## config.mk

```make
export PLATFORM = sky130hd
export DESIGN_NAME = sdc_spi_target
export DESIGN_NICKNAME = d
export VERILOG_FILES = /design/src/sdc_sync.v /design/src/sdc_spi_target.v
export VERILOG_INCLUDE_DIRS = /design/src
export SDC_FILE = /design/constraint.sdc
export NUM_CORES = 1
export LEC_CHECK = 0
export ABC_CLOCK_PERIOD_IN_PS = 3100
export BUFFER_PORTS_ARGS = -buffer_cell sky130_fd_sc_hd__buf_2
export CAP_MARGIN = 5
export CORE_MARGIN = 3
export CORE_UTILIZATION = 40
export DETAILED_ROUTE_END_ITERATION = 8
export PLACE_DENSITY_LB_ADDON = 0.05
export SLEW_MARGIN = 20
export SYNTH_ARGS = -nofsm -noshare
export SYNTH_HDL_FRONTEND = slang
export SYNTH_SLANG_ARGS = --single-unit
```

## constraint.sdc

```tcl
create_clock -name core_clk -period 3.1 [get_ports core_clk]
set_clock_uncertainty 0.1 [all_clocks]
set_input_delay 0.31 -clock core_clk [delete_from_list [all_inputs] [get_ports core_clk]]
set_output_delay 0.31 -clock core_clk [all_outputs]
set_load 0.05 [all_outputs]
```

## src/sdc_map.vh

```
`ifndef SDC_MAP_VH
`define SDC_MAP_VH

// Frame geometry
`define SDC_BYTE_BITS 8
`define SDC_FRAME_BITS 11'h010
`define SDC_BITS_PER_DEV_SHIFT 4
`define SDC_CNT_W 11
`define SDC_CNT_MAX 11'h7FF

// Field positions inside a received byte
`define SDC_FRAME_TYPE_BIT 7
`define SDC_RW_BIT 6
`define SDC_CLEAR_BIT 5

// Two-bit byte prefixes
`define SDC_STATUS_PREFIX 2'h3
`define SDC_HEADER_PREFIX 2'h2

// Chain limits
`define SDC_MAX_POS 6'h3F

// Reset values
`define SDC_REG_RESET 8'h00
`define SDC_SYNC_IDLE 3'h2

// Least chip-select high time, kept by the controller
`define SDC_CS_GAP_NS 500
`define SDC_CLK_NS 10
`define SDC_CS_GAP_CYC ((`SDC_CS_GAP_NS + `SDC_CLK_NS - 1) / `SDC_CLK_NS)

`endif

```

## src/sdc_sync.v

```verilog
`timescale 1ns/1ps
`default_nettype none

// Two-stage synchroniser for pin inputs
module sdc_sync #(
   parameter WIDTH = 3,
   parameter [WIDTH-1:0] IDLE = {WIDTH{1'b0}}
)
(
   // Clock and reset
   input wire core_clk,
   input wire rst_n,
   // Asynchronous inputs and synchronised copies
   input wire [WIDTH-1:0] din,
   output reg [WIDTH-1:0] dout
);

   reg [WIDTH-1:0] meta_q; // First stage, read only by the second

   // Both stages load the idle level under reset
   always @(posedge core_clk)
   begin
      if (!rst_n)
      begin
         meta_q <= IDLE;
         dout <= IDLE;
      end
      else
      begin
         meta_q <= din;
         dout <= meta_q;
      end
   end

endmodule

`default_nettype wire

```

## src/sdc_spi_target.v

```verilog
`include "sdc_map.vh"
`timescale 1ns/1ps
`default_nettype none
module sdc_spi_target #(
   parameter AW = 6,
   parameter DW = 8
)
(
   // Clock and reset
   input wire core_clk,
   input wire rst_n,
   // Serial link pins
   input wire sclk,
   input wire chip_select_n,
   input wire sdi,
   output reg sdo,
   output reg sdo_oe,
   // Fault events from the driver core
   input wire supply_undervoltage_flag,
   input wire pump_undervoltage_flag,
   input wire overcurrent_flag,
   input wire stall_flag,
   input wire thermal_flag,
   input wire open_load_flag,
   // Register write notification
   output reg wr_stb,
   output reg [AW-1:0] wr_addr,
   output reg [DW-1:0] wr_data,
   // Status towards the core
   output reg [5:0] fault_flags,
   output reg spi_error,
   output reg frame_err,
   output reg global_clear,
   output reg [5:0] chain_position,
   output reg [5:0] device_count
);
   // Frame decode states
   localparam [2:0] M_FIRST = 3'h0; // First byte not yet seen
   localparam [2:0] M_STD = 3'h1; // Standard 16-bit frame
   localparam [2:0] M_CNT = 3'h2; // Counting upstream status bytes
   localparam [2:0] M_SECOND_HEADER_BYTE = 3'h3; // Waiting for second header
   localparam [2:0] M_CHAIN = 3'h4; // Chain payload
   localparam [2:0] M_BAD = 3'h5; // Malformed frame
   wire [2:0] pins_s; // Synchronised sclk, select, data
   wire sclk_s, cs_n_s, sdi_s; // Synchronised pins by name
   reg sclk_d_q; // Previous sampled clock level
   reg cs_d_q; // Previous sampled select level
   reg [`SDC_CNT_W-1:0] fcnt_q; // Falling edges seen in frame
   reg [`SDC_CNT_W-1:0] rcnt_q; // Rising edges seen in frame
   reg ovf_q; // Falling count saturated
   reg [6:0] in_sh_q; // Partial input byte
   reg [7:0] prev_byte_q; // Last complete input byte
   reg prev_own_q; // Last byte was our address byte
   reg [7:0] tx_q; // Output shifter
   reg [2:0] mode_q; // Frame decode state
   reg [5:0] pos_q; // Upstream status bytes counted
   reg [5:0] cnt_q; // Devices in chain
   reg [7:0] own_a_q; // Byte index of our address byte
   reg [7:0] own_d_q; // Byte index of our data byte
   reg [`SDC_CNT_W-1:0] exp_q; // Expected falling edges
   reg rw_q; // Access flag of our command
   reg [AW-1:0] addr_q; // Our register address
   reg [DW-1:0] data_q; // Our write value
   reg [DW-1:0] rep_q; // Report byte
   reg clr_req_q; // Global clear requested
   reg [DW-1:0] mem [0:(1<<AW)-1]; // Register contents
   integer i; // Register array reset index
   wire sclk_fall, sclk_rise, cs_rise; // Clock edges while selected, select rise at frame end
   wire byte_done, payload, is_own_a, is_own_d; // Byte decode terms
   wire frame_ok, do_clear; // Frame end terms
   wire [7:0] in_byte, byte_idx, out_idx; // Byte value and indices
   wire [7:0] status_byte, next_tx, launch; // Output byte sources
   wire [5:0] fault_ev; // Fault events in status order

   // Pins cross into the core clock
   sdc_sync #(.WIDTH(3), .IDLE(`SDC_SYNC_IDLE)) u_sync (.core_clk(core_clk), .rst_n(rst_n),
      .din({sdi, chip_select_n, sclk}), .dout(pins_s));
   assign sclk_s = pins_s[0];
   assign cs_n_s = pins_s[1];
   assign sdi_s = pins_s[2];
   // Edges count only while selected
   assign sclk_fall = ~cs_n_s & sclk_d_q & ~sclk_s;
   assign sclk_rise = ~cs_n_s & ~sclk_d_q & sclk_s;
   assign cs_rise = cs_n_s & ~cs_d_q;
   // Byte assembly, first bit in is the top bit
   assign in_byte = {in_sh_q, sdi_s};
   assign byte_idx = fcnt_q[10:3];
   assign out_idx = rcnt_q[10:3];
   assign byte_done = sclk_fall & (fcnt_q[2:0] == 3'h7) & ~ovf_q;
   assign payload = (mode_q == M_STD) | (mode_q == M_CHAIN);
   // Our command byte: first byte of a standard frame or own chain slot
   assign is_own_a = ((mode_q == M_FIRST) & ~in_byte[`SDC_FRAME_TYPE_BIT]) |
      (payload & (byte_idx == own_a_q));
   assign is_own_d = payload & (byte_idx == own_d_q);
   // Frame accepted only with the exact clock count
   assign frame_ok = payload & ~ovf_q & (fcnt_q == exp_q);
   assign do_clear = cs_rise & frame_ok & (mode_q == M_CHAIN) & clr_req_q;
   // Fault events in status order
   assign fault_ev = {supply_undervoltage_flag, pump_undervoltage_flag, overcurrent_flag,
      stall_flag, thermal_flag, open_load_flag};
   assign status_byte = {`SDC_STATUS_PREFIX, fault_flags};
   // Next output byte: own status first, then input one byte late with the report in our address byte's place
   assign next_tx = (out_idx == 8'h00) ? status_byte :
      (prev_own_q ? rep_q : prev_byte_q);
   // Byte boundary loads a fresh byte, otherwise the shifter goes on
   assign launch = (rcnt_q[2:0] == 3'h0) ? next_tx : tx_q;

   // Link sampling, output shifting and frame decode
   always @(posedge core_clk)
   begin
      if (!rst_n)
      begin
         sclk_d_q <= 1'b0;
         cs_d_q <= 1'b1;
         fcnt_q <= {`SDC_CNT_W{1'b0}};
         rcnt_q <= {`SDC_CNT_W{1'b0}};
         ovf_q <= 1'b0;
         in_sh_q <= 7'h00;
         prev_byte_q <= 8'h00;
         prev_own_q <= 1'b0;
         tx_q <= 8'h00;
         mode_q <= M_FIRST;
         pos_q <= 6'h00;
         cnt_q <= 6'h00;
         own_a_q <= 8'h00;
         own_d_q <= 8'h01;
         exp_q <= `SDC_FRAME_BITS;
         rw_q <= 1'b1;
         addr_q <= {AW{1'b0}};
         data_q <= {DW{1'b0}};
         rep_q <= {DW{1'b0}};
         clr_req_q <= 1'b0;
         sdo <= 1'b0;
         sdo_oe <= 1'b0;
         wr_stb <= 1'b0;
         wr_addr <= {AW{1'b0}};
         wr_data <= {DW{1'b0}};
         fault_flags <= 6'h00;
         spi_error <= 1'b0;
         frame_err <= 1'b0;
         global_clear <= 1'b0;
         chain_position <= 6'h00;
         device_count <= 6'h00;
         for (i = 0; i < (1 << AW); i = i + 1)
            mem[i] <= `SDC_REG_RESET;
      end
      else
      begin
         sclk_d_q <= sclk_s;
         cs_d_q <= cs_n_s;
         sdo_oe <= ~cs_n_s;
         wr_stb <= 1'b0;
         frame_err <= 1'b0;
         global_clear <= do_clear;
         // Sticky faults; a new event wins over a clear
         fault_flags <= (do_clear ? 6'h00 : fault_flags) | fault_ev;
         // Frame end: commit write or flag error
         if (cs_rise)
         begin
            if (frame_ok)
            begin
               // A chain clear also drops the sticky error flag spi_error
               if (do_clear)
                  spi_error <= 1'b0;
               if (!rw_q)
               begin
                  mem[addr_q] <= data_q;
                  wr_stb <= 1'b1;
                  wr_addr <= addr_q;
                  wr_data <= data_q;
               end
            end
            else
            begin
               frame_err <= 1'b1;
               spi_error <= 1'b1;
            end
         end
         // Deselected: reset frame state, pins ignored
         if (cs_n_s)
         begin
            fcnt_q <= {`SDC_CNT_W{1'b0}};
            rcnt_q <= {`SDC_CNT_W{1'b0}};
            ovf_q <= 1'b0;
            prev_own_q <= 1'b0;
            mode_q <= M_FIRST;
            pos_q <= 6'h00;
            own_a_q <= 8'h00;
            own_d_q <= 8'h01;
            exp_q <= `SDC_FRAME_BITS;
            rw_q <= 1'b1;
            clr_req_q <= 1'b0;
         end
         else
         begin
            // Launch one bit per rising edge
            if (sclk_rise)
            begin
               sdo <= launch[7];
               tx_q <= {launch[6:0], 1'b0};
               if (rcnt_q != `SDC_CNT_MAX)
                  rcnt_q <= rcnt_q + 11'h001;
            end
            // Sample one bit per falling edge
            if (sclk_fall)
            begin
               in_sh_q <= in_byte[6:0];
               if (fcnt_q == `SDC_CNT_MAX)
                  ovf_q <= 1'b1;
               else
                  fcnt_q <= fcnt_q + 11'h001;
            end
            // Whole byte received
            if (byte_done)
            begin
               prev_byte_q <= in_byte;
               prev_own_q <= is_own_a;
               if (is_own_a)
               begin
                  rw_q <= in_byte[`SDC_RW_BIT];
                  addr_q <= in_byte[AW-1:0];
                  rep_q <= mem[in_byte[AW-1:0]];
               end
               if (is_own_d)
                  data_q <= in_byte;
               case (mode_q)
                  M_FIRST, M_CNT:
                  begin
                     if (!in_byte[`SDC_FRAME_TYPE_BIT])
                        mode_q <= (mode_q == M_FIRST) ? M_STD : M_BAD;
                     else if (in_byte[7:6] == `SDC_STATUS_PREFIX)
                     begin
                        if (pos_q == `SDC_MAX_POS)
                           mode_q <= M_BAD;
                        else
                        begin
                           pos_q <= pos_q + 6'h01;
                           mode_q <= M_CNT;
                        end
                     end
                     else
                     begin
                        // First header: count, own byte slots, expected length
                        cnt_q <= in_byte[5:0];
                        own_a_q <= {1'b0, pos_q, 1'b0} + 8'h02;
                        own_d_q <= {1'b0, pos_q, 1'b0} + {2'h0, in_byte[5:0]} + 8'h02;
                        exp_q <= `SDC_FRAME_BITS + {1'b0, in_byte[5:0], 4'h0};
                        mode_q <= (in_byte[5:0] <= pos_q) ? M_BAD : M_SECOND_HEADER_BYTE;
                     end
                  end
                  M_SECOND_HEADER_BYTE:
                  begin
                     if (in_byte[7:6] == `SDC_HEADER_PREFIX)
                     begin
                        clr_req_q <= in_byte[`SDC_CLEAR_BIT];
                        chain_position <= pos_q;
                        device_count <= cnt_q;
                        mode_q <= M_CHAIN;
                     end
                     else
                        mode_q <= M_BAD;
                  end
                  default:
                     mode_q <= mode_q;
               endcase
            end
         end
      end
   end
endmodule

`default_nettype wire

```

==> impl_metrics.ini <==
[run_status]
status = finished clean

[setup_path]
crit_path_start_kind = flop
r2r_slack_ps = 200
crit_fanout = 20
worstSetupEndpointType = flop
slowest_delay_ps = 660
crit_chain = buf_4 > mux4_2 > mux2i_1 > o22ai_1 > o311ai_0 > o211ai_1
worstSetupPathType = flop to flop
cp_top_family = compound AO/OA/AOI/OAI gates
slowest_stage = dfxtp_4
critPathArrivalTime_ps = 3260
worst-endpoint-required_ps = 3470
worstPathBufferInverterCount = 1

[synth]
synth_area_um2 = 30250
synth-edff-count = 512
synth_ff_type = edfxtp_1
yosysTopAreaCell = edfxtp_1
synth_top_cells_by_area = edfxtp_1 51%, dfxtp_1 10%, mux2i_1 6.2%
ys_seq_elements = 665
synth_nets = 2547
synth_cells = 2512
synth_cell_types = 64
async_reset_ff_share_pct = 0
synth_seq_area_share_pct = 60.95
synth_top_area_share_pct = 50.83
avgSynthCellArea_um2 = 12.04
synth.most_common_cell = edfxtp_1
synth_warnings = 0
yosys-top-cells-count = 512 x edfxtp_1, 356 x nor2_1, 298 x and2_1

[sta]
hold_viol = 0
fmax_ghz = 0.3450
post-route-min-period_ps = 2898
setup_violations = 0
fin_tns_setup_ps = 0
maxSlewViolCount = 0
rsz0062_at_grt = false
hold_slack_ps = 90.81
fin_crit_sh_pct = 93.50
worst_pin_slew_ps = 939.4
slew_headroom_pct = 37.37

[layout]
fin_util_pct = 46.54
drive_above_1_share_pct = 15.93
diodes = 0
layout.nets = 2640
finalNonFillerCells = 3631
area_growth_pct = 14.92
n_fill_cell = 6778

[placement]
io_buffers = 48
placedCellCount = 3488
place_hpwl_mm = 59.23
gp_congestion = 0.8497

[pwr]
vdd_drop_max_mv = 0.4153
power.density_nw_per_um2 = 561.0
p_leak_nw = 11.50
finalPower_mw = 19.50

[route]
ant_nets = 0
vias = 19840
initialDrtViolationCount = 1743
drc_errors = 0
dr.pass1.iters = 5
viasPerCell = 5.465
wl_mm = 88.49
wl_per_cell_um = 24.37

[grt]
gr-usage-all-layers_pct = 22.62
grt_pass1_wl_mm = 132.3
grt_pass1_vias = 20090
grt-ovfl-total = 0
antenna_found_initial = 1
grt_max_degree = 71

[clocking]
htreeDepth = 3
clk_pin_slew_worst_paths_ps = 60
numCtsBuffers = 75
clock-sinks = 665
cts_tree = done
clk_path_buf_depth = 3
cts_setup_buffers = 0
cts.root.buffer_cell = clkbuf_16
insertion_delay_ps = 620

[floorplan]
rows = 100
io_pins = 49
die_x_um = 281.0
fp.dieArea_um2 = 78960
dieHeight_um = 281.0
start_util_pct = 40.50
core-area_um2 = 74700

[run]
drv_cap = 0

[min_path]
min_path_type = input port to flop
[power breakdown]
group / switching [mW] / total (mW) / internal (mW)
logic: 0.431 / 0.712 / 0.281
registers: 0.126 / 10.0 / 9.91
clock network: 3.66 / 8.75 / 5.09
[state kept, by name (all words and copies together), names as in the netlist, 6 cells and up]
register,count
rep_q,8
exp_q,7
chain_position,6
device_count,6
addr_q,6
own_a_q,7
cnt_q,6
pos_q,6
fault_flags,6
tx_q,7
wr_addr,6
rcnt_q,11
fcnt_q,11
data_q,8
own_d_q,8
prev_byte_q,8
mem,512
wr_data,8
in_sh_q,7
[layout make-up]
class / instances / area [um2] / share of cell area (%)
inverter: 27 / 101.3 / 0.2915
sequential: 665 / 18460 / 53.11
clock buffer: 98 / 2014 / 5.795
clock inverter: 36 / 356.6 / 1.026
timing repair buffer: 215 / 1644 / 4.729
tap: 969 / 1212 / 3.488
multi-input combinational: 1621 / 10970 / 31.56
[cell usage in the layout (no fill, tap or decap), types with 39 or more instances in the layout]
cell type  synthesis  layout
a21oi_1           69      68
a22oi_1           56      56
and2_1           298     298
buf_2             10      47
buf_4              1     149
clkbuf_16          0      76
dfxtp_1          153     141
edfxtp_1         512     512
mux2i_1          187     187
mux4_2            68      68
nand2_1          173     173
nor2_1           356     356
o21ai_0           95      54
o21ai_1            1      42
xnor2_1           39      39
[what timing repair did]
item / CTS / global route
resized for setup: 0 / 1
endpoints found under the hold margin: 9 / 0
hold buffers: 9 / 0
endpoints found under the setup margin: 0 / 2
[routing by layer]
layer / vias to the layer above / part of all wire [%] / track usage [%]
li1: 9189 / - / -
met1: 10050 / 44 / 30.54
met2: 479 / 49 / 38.56
met3: 127 / 4.5 / 3.240
met4: 0 / 2.3 / 5.559
met5: - / 0 / 0
[final timing paths]
| kind | startpoint | endpoint | depth (start not counted) |
|---|---|---|---|
| worst min register to register | u_sync.meta_q[1] | u_sync.dout[1] | 1 |
| worst min-delay path | rst_n | u_sync.dout[2] | 2 |
| worst max-delay path | u_sync.dout[2] | rep_q[3] | 6 |
| worst max register to register | u_sync.dout[2] | rep_q[3] | 6 |
[cell families after synthesis]
group | Yosys count | synth area share, %
AOI/OAI and AO/OA | 296 | 5.998
and+or+nand+nor | 990 | 16.27
DFF | 665 | 60.95
buffers and inverters | 226 | 2.858
xor gates and xnor gates | 52 | 1.506
adders and majority gates | 24 | 1.018
muxes | 259 | 11.40
[stage by stage]
| stage | setup slack (ps) | instance area, um2 |
|---|---|---|
| 6_report | 201.6 | 34760 |
| 5_1_grt | 24.65 | 34760 |
| 4_1_cts | 187.3 | 34760 |
| 3_5_place_dp | 232.1 | 32300 |
| 3_3_place_gp | 257.9 | 32300 |
| 2_1_floorplan | -91.87 | 30250 |
Power figures use the tool's default switching activity.
